`src/hw/zcdl_pkg.sv`:
```
// Notes on behaviour
// - one level event output follows inverted detector; accepts no events
// - configured edge of the detector output sets the cross flag
// - interrupt request while edge mode is not none, cross flag and event mask bit 0 set, or while toggle log and mask bit 1 set
// - edge mode: 0 none, 1 rising, 2 falling, 3 both
// - edge detection uses the output after inversion
// - idle sleep behaves exactly like active mode
// - standby disables the block unless standby run bit 7 is set
// - power-down disables event, pin output, pin enable and new flags; a pending interrupt stays
// - output pin enable bit 6 routes the output to the pin
// - invert bit 3 inverts output for state, event, pin and interrupt
// - block works only with enable bit 0 set; control resets to zero
// - status bit 4 shows output level after three-cycle synchroniser
// - writing one to status bit 0 clears cross flag; zero does nothing
// - without inversion the state bit is one while input above reference
package zcdl_pkg;

   // ------------------------------------------------------------------
   // register map
   // ------------------------------------------------------------------
   localparam int unsigned ZCDL_AW              = 8;
   localparam int unsigned ZCDL_DW              = 8;
   localparam logic [7:0]  ZCDL_OFS_CTRL        = 8'h00;
   localparam logic [7:0]  ZCDL_OFS_EDGE        = 8'h02;
   localparam logic [7:0]  ZCDL_OFS_STATUS      = 8'h03;
   localparam logic [7:0]  ZCDL_OFS_EVLOG       = 8'h04;
   localparam logic [7:0]  ZCDL_OFS_EVMASK      = 8'h05;

   // ------------------------------------------------------------------
   // field positions
   // ------------------------------------------------------------------
   localparam int unsigned ZCDL_CTRL_ENABLE     = 0;
   localparam int unsigned ZCDL_CTRL_INVERT     = 3;
   localparam int unsigned ZCDL_CTRL_OUT_PIN_EN = 6;
   localparam int unsigned ZCDL_CTRL_STDBY_RUN  = 7;
   localparam int unsigned ZCDL_STAT_CROSS      = 0;
   localparam int unsigned ZCDL_STAT_STATE      = 4;
   localparam int unsigned ZCDL_EV_CROSS        = 0;
   localparam int unsigned ZCDL_EV_TOGGLE       = 1;

   // writable bits of the control register
   localparam logic [7:0]  ZCDL_CTRL_WMASK      = 8'hc9;

   // ------------------------------------------------------------------
   // reset values
   // ------------------------------------------------------------------
   localparam logic [7:0]  ZCDL_CTRL_RST        = 8'h00;
   localparam logic [1:0]  ZCDL_MODE_RST        = 2'h0;
   localparam logic [1:0]  ZCDL_EVMASK_RST      = 2'h1;

   // ------------------------------------------------------------------
   // edge modes and sleep modes
   // ------------------------------------------------------------------
   typedef enum logic [1:0] {
      ZCDL_EDGE_NONE    = 2'b00,
      ZCDL_EDGE_RISING  = 2'b01,
      ZCDL_EDGE_FALLING = 2'b10,
      ZCDL_EDGE_BOTH    = 2'b11
   } zcdl_edge_type;

   typedef enum logic [1:0] {
      ZCDL_SLP_ACTIVE   = 2'b00,
      ZCDL_SLP_IDLE     = 2'b01,
      ZCDL_SLP_STANDBY  = 2'b10,
      ZCDL_SLP_PWRDOWN  = 2'b11
   } zcdl_sleep_type;

endpackage : zcdl_pkg

```
`src/hw/zcdl_core.sv`:
```
// Chosen here: strobed register access.
`timescale 1ns/100ps
module zcdl_core (
   input  wire logic                          clk,
   input  wire logic                          arst_n,
   input  wire logic                          ce,
   input  wire logic [zcdl_pkg::ZCDL_AW-1:0]  addr,
   input  wire logic [zcdl_pkg::ZCDL_DW-1:0]  wdata,
   input  wire logic                          wr,
   input  wire logic                          rd,
   output logic      [zcdl_pkg::ZCDL_DW-1:0]  rdata,
   input  wire logic                          detector_input_pin,
   input  wire zcdl_pkg::zcdl_sleep_type      sleep_mode,
   output logic                               event_out,
   output logic                               out_pin_o,
   output logic                               out_pin_oe,
   output logic                               irq
);
   import zcdl_pkg::*;

   // ------------------------------------------------------------------
   // state
   // ------------------------------------------------------------------
   typedef struct packed {
      logic [7:0]    ctrl_r;
      zcdl_edge_type edge_mode_r;
      logic [1:0]    evmask_r;
      logic          cross_flag_r;
      logic [1:0]    evlog_r;
      logic          sync1_r;
      logic          sync2_r;
      logic          sync3_r;
      logic          level_r;
      logic          seen_r;
      logic          state_r;
      logic [7:0]    rdata_r;
      logic          irq_r;
   } zcdl_state_type;

   zcdl_state_type st_r;
   zcdl_state_type st_nxt;

   logic           active;
   logic           det_out;
   logic           cur_lvl;
   logic           rise;
   logic           fall;
   logic           hit;
   logic           rd_evlog;
   logic [7:0]     status_val;

   // ------------------------------------------------------------------
   // asynchronous paths
   // ------------------------------------------------------------------
   // idle counts as active; standby only with the run bit; power-down
   // always off regardless of configuration
   always_comb begin
      unique case (sleep_mode)
         ZCDL_SLP_ACTIVE:  active = st_r.ctrl_r[ZCDL_CTRL_ENABLE];
         ZCDL_SLP_IDLE:    active = st_r.ctrl_r[ZCDL_CTRL_ENABLE];
         ZCDL_SLP_STANDBY: active = st_r.ctrl_r[ZCDL_CTRL_ENABLE]
                                 & st_r.ctrl_r[ZCDL_CTRL_STDBY_RUN];
         ZCDL_SLP_PWRDOWN: active = 1'b0;
      endcase
   end

   // the event and the pin must follow the comparator with no clock,
   // so they stay combinational; they run even while the clock is off
   assign det_out    = detector_input_pin
                       ^ st_r.ctrl_r[ZCDL_CTRL_INVERT];
   assign event_out  = active & det_out;
   assign out_pin_o  = active & det_out;
   assign out_pin_oe = active & st_r.ctrl_r[ZCDL_CTRL_OUT_PIN_EN];

   // ------------------------------------------------------------------
   // edge detection
   // ------------------------------------------------------------------
   // compare against the last level seen while clocked: a crossing that
   // happened while the clock stood still is still caught on restart
   assign cur_lvl = st_r.level_r ^ st_r.ctrl_r[ZCDL_CTRL_INVERT];
   assign rise    = cur_lvl & ~st_r.seen_r;
   assign fall    = ~cur_lvl & st_r.seen_r;

   always_comb begin
      unique case (st_r.edge_mode_r)
         ZCDL_EDGE_NONE:    hit = 1'b0;
         ZCDL_EDGE_RISING:  hit = rise;
         ZCDL_EDGE_FALLING: hit = fall;
         ZCDL_EDGE_BOTH:    hit = rise | fall;
      endcase
   end

   assign rd_evlog = rd && (addr == ZCDL_OFS_EVLOG);

   always_comb begin
      status_val                  = 8'h00;
      status_val[ZCDL_STAT_CROSS] = st_r.cross_flag_r;
      status_val[ZCDL_STAT_STATE] = st_r.state_r;
   end

   // ------------------------------------------------------------------
   // next state
   // ------------------------------------------------------------------
   always_comb begin
      st_nxt = st_r;

      // three flops; a change counts once the second and third agree
      st_nxt.sync1_r = detector_input_pin;
      st_nxt.sync2_r = st_r.sync1_r;
      st_nxt.sync3_r = st_r.sync2_r;
      if (st_r.sync2_r == st_r.sync3_r) begin
         st_nxt.level_r = st_r.sync3_r;
      end
      st_nxt.state_r = cur_lvl;

      // tracking follows the level even while disabled, so enabling
      // the block never produces a false edge
      st_nxt.seen_r = cur_lvl;

      // register writes
      if (wr) begin
         unique case (addr)
            ZCDL_OFS_CTRL: begin
               st_nxt.ctrl_r = wdata & ZCDL_CTRL_WMASK;
            end
            ZCDL_OFS_EDGE: begin
               st_nxt.edge_mode_r = zcdl_edge_type'(wdata[1:0]);
            end
            ZCDL_OFS_STATUS: begin
               if (wdata[ZCDL_STAT_CROSS]) begin
                  st_nxt.cross_flag_r = 1'b0;
               end
            end
            ZCDL_OFS_EVMASK: begin
               st_nxt.evmask_r = wdata[1:0];
            end
            default: begin
            end
         endcase
      end

      // read-clear of the event log, before the sets below
      if (rd_evlog) begin
         st_nxt.evlog_r = 2'h0;
      end

      // hardware sets override a clear in the same cycle
      if (active && hit) begin
         st_nxt.cross_flag_r                = 1'b1;
         st_nxt.evlog_r[ZCDL_EV_CROSS]      = 1'b1;
      end
      if (active && (rise || fall)) begin
         st_nxt.evlog_r[ZCDL_EV_TOGGLE]     = 1'b1;
      end

      // read data, one cycle after the strobe; unmapped reads zero
      st_nxt.rdata_r = 8'h00;
      if (rd) begin
         unique case (addr)
            ZCDL_OFS_CTRL:    st_nxt.rdata_r = st_r.ctrl_r;
            ZCDL_OFS_EDGE:    st_nxt.rdata_r = {6'h00, st_r.edge_mode_r};
            ZCDL_OFS_STATUS:  st_nxt.rdata_r = status_val;
            ZCDL_OFS_EVLOG:   st_nxt.rdata_r = {6'h00, st_r.evlog_r};
            ZCDL_OFS_EVMASK:  st_nxt.rdata_r = {6'h00, st_r.evmask_r};
            default:          st_nxt.rdata_r = 8'h00;
         endcase
      end

      // the request holds until software clears the flag or reads the event log, or changes the mask or the edge mode
      st_nxt.irq_r = ((st_nxt.edge_mode_r != ZCDL_EDGE_NONE)
                      & st_nxt.cross_flag_r
                      & st_nxt.evmask_r[ZCDL_EV_CROSS])
                   | (st_nxt.evlog_r[ZCDL_EV_TOGGLE]
                      & st_nxt.evmask_r[ZCDL_EV_TOGGLE]);
   end

   // ------------------------------------------------------------------
   // registers
   // ------------------------------------------------------------------
   always_ff @(posedge clk or negedge arst_n) begin
      if (!arst_n) begin
         st_r             <= '0;
         st_r.ctrl_r      <= ZCDL_CTRL_RST;
         st_r.edge_mode_r <= zcdl_edge_type'(ZCDL_MODE_RST);
         st_r.evmask_r    <= ZCDL_EVMASK_RST;
      end else if (ce) begin
         st_r <= st_nxt;
      end
   end

   assign rdata = st_r.rdata_r;
   assign irq   = st_r.irq_r;

endmodule : zcdl_core

```
`config.mk`:
```
export PLATFORM = sky130hd
export DESIGN_NAME = zcdl_core
export DESIGN_NICKNAME = d
export VERILOG_FILES = /design/src/hw/zcdl_pkg.sv /design/src/hw/zcdl_core.sv
export SDC_FILE = /design/constraint.sdc
export NUM_CORES = 1
export LEC_CHECK = 0
export ABC_CLOCK_PERIOD_IN_PS = 2300
export CORE_MARGIN = 5
export CORE_UTILIZATION = 55
export DETAILED_ROUTE_END_ITERATION = 7
export DONT_BUFFER_PORTS = 1
export GPL_TIMING_DRIVEN = 0
export HOLD_SLACK_MARGIN = 0.05
export PLACE_DENSITY = 0.7
export SYNTH_ARGS = -nofsm -noshare
export SYNTH_HDL_FRONTEND = slang
export SYNTH_SLANG_ARGS = --single-unit
```
`constraint.sdc`:
```
create_clock -name clk -period 2.3 [get_ports clk]
set_input_delay 0.345 -clock clk [delete_from_list [all_inputs] [get_ports clk]]
set_output_delay 0.345 -clock clk [all_outputs]
set_load 0.02 [all_outputs]
```
==> out/results.txt <==
status = completed
# rows = 17
DIE WIDTH = 59.20 um
GPL Wtd Cong = 0.8790
drt drc = 0
Crit path max-delay family = simple AND/OR/NAND/NOR gates
slowest library cell on the worst path = nor2_1
Post-synth ARST share = 1.000
max-slew violations = 0
Final #Nets = 166
library cells used by synthesis = 36
post-route ant nets = 0
CTS tree = done
die height = 59.20 um
Worst-path clk slew = 0.13 ns
root buffer cell = clkbuf_4
PwrDens = 529.9 nW/um2
die area = 3505 um2
H-tree depth = 1
setup ws final = 0.3375 ns
P_leak = 0.6103 nW
EDFF count, synth = 0
vias in the first global route = 1029
first-pass GRT wire length = 4.491 mm
Routed Wire Length = 2.632 mm
slowest stage delay, CP = 0.40 ns
Ant. Diodes = 0
#FFs+latches synth = 23
antenna violations before repair = 0
ys flop type = dfrtp_1
fraction of layout instances using a drive strength above 1 = 0.2286
CP Max Fanout = 5
Final period util = 0.8533
Mapped Area = 1331 um2
core area = 2255 um2
setup TNS = 0 ns
crit path buf inv count = 1
CTS buffer count = 3
post-DR vias/cell = 5.827
IR drop worst, VDD = 0.3306 mV
pre-CTS WS = 0.2036 ns
Final Critical Period = 1.963 ns
grt ovf = 0
worst hold path type = primary input to flip-flop
Data required, critical path = 1.96 ns
setup bufs post-CTS = 0
IO Count = 36
crit path cell chain = nor2b_1 -> o21ai_1 -> nor2_1 -> buf_4
Final Hold Vio Count = 0
RSZ-0062 raised after global routing = no
commonest non-fill, non-tap cell in the layout = dfrtp_1
worst-skew pair later-pin latency = 0.31 ns
total iterations of the first detailed-routing run = 4
sequential share of the synthesized area = 0.4333
via count = 979
DP HPWL = 2.104 mm
Mean Syn Cell Area = 9.935 um2
synth warn = 0
Buffers on Ports = 0
CP arrival = 1.62 ns
Sink Count = 23
Starting Density = 0.5905
Area Overhead vs Synth = 5.733%
pin count of the biggest net entering global routing = 24
DR WL/cell = 15.67 um
DRT iter0 DRCs = 22
maximum clock insertion buffer count = 2
CP Class = flip-flop to output port
Max Freq = 509.5 MHz
final setup vio count = 0
Max-slew headroom = 0.3477
Fin Clk Skew = 0.007669 ns
Synth Instances = 134
MaxCap Viol Count = 0
CP endpoint kind = output port
Tot GR Track Use = 0.1658
most frequent cells in the layout = 22 x dfrtp_1, 11 x inv_1, 11 x mux2_2
Worst Setup Start Kind = flip-flop
Worst Tran Pin Value = 0.9753 ns
-- worst reg2reg max path, cell delays in order, from the launching register on --
cell and delay [ns]:
dfrtp_1 0.45, xnor2_1 0.26, inv_1 0.08, ha_1 0.31
nor2b_1 0.11, o21ai_0 0.09, a21oi_1 0.30, a21oi_1 0.08
o32ai_1 0.14
-- flip-flops by register name (all words and copies together), names as in the netlist --
signal,flops
st_nxt,2
st_r,14
rdata,6
irq,1
-- cells in the mapped netlist, types with 2 or more instances --
cell,count,share of area
inv_1,11,0.031
nor2_1,9,0.025
nand3b_1,2,0.011
o21ai_0,7,0.026
nor2b_1,5,0.023
o22ai_1,3,0.014
mux2_2,11,0.093
nand3_1,4,0.015
nor4_4,2,0.032
buf_4,9,0.051
nor3b_1,2,0.011
nand4_1,3,0.014
dfrtp_1,22,0.41
xnor2_1,2,0.013
clkbuf_1,2,0.0056
or4b_2,2,0.015
a22o_1,3,0.020
nand2_1,7,0.020
mux2i_1,2,0.015
a21oi_1,9,0.034
nand4b_1,2,0.013
-- final cells by class --
cell class,instances,area (um2)
clock buffer,3,22.52
fill,208,847.1
multi-input combinational,88,623.1
tap,28,35.03
clock inverter,1,5.005
inverter,11,41.29
buffer,13,93.84
timing repair buffer,1,10.01
sequential,23,576.8
-- cell families after synthesis --
group,synth area share
AND/OR/NAND/NOR,0.2115
flip-flops,0.4333
adder cells (fa/ha/maj),0.009397
other,0.002817
multiplexers,0.1081
buffers and inverters,0.1015
XOR/XNOR,0.01316
AO/OA/AOI/OAI,0.1203
-- timing repair --
action / 4_1_cts / 5_1_grt
gates resized for setup: 0 / 1
hold endpoints to repair: 23 / 0
hold buffers: 1 / 0
endpoints found under the setup margin: 0 / 1
-- report_power, final --
| part | internal, mW | switching, mW |
|---|---|---|
| logic | 0.0509 | 0.0591 |
| clock network | 0.0648 | 0.118 |
| registers | 0.430 | 0.0231 |
-- path summary, 6_finish.rpt --
kind	endpoint	depth (start not counted)	startpoint	slack (ns)
max	out_pin_o	4	st_r[29]	0.34
max in group asynchronous	st_nxt[12]	1	arst_n	1.08
min in group asynchronous	rdata[1]	1	arst_n	0.63
max reg2reg	irq	8	st_r[25]	0.40
min	st_r[28]	2	wdata[6]	0.16
min reg2reg	rdata[6]	2	st_r[28]	0.51
-- stage by stage --
stage	util	instances	cell area, um2	hold WS, ns	power (mW)
final	0.6243	168	1408	0.1583	0.7459
after global routing	0.6243	168	1408	0.1618	0.7864
after CTS	0.6243	168	1408	0.1453	0.7542
after detailed placement	0.6077	163	1370	0.05014	0.5624
after global placement	0.6077	163	1370	0.05003	0.5543
after floorplan	-	135	1335	0.04941	0.5400
-- routing by layer --
metal | up-vias | global-route usage | wire, um
met3 | 2 | 0.03922 | 164
met2 | 25 | 0.2902 | 1355
met5 | - | 0 | 0
li1 | 480 | - | -
met1 | 472 | 0.2003 | 1096
met4 | 0 | 0.04854 | 17
Power figures use the tool's default switching activity.
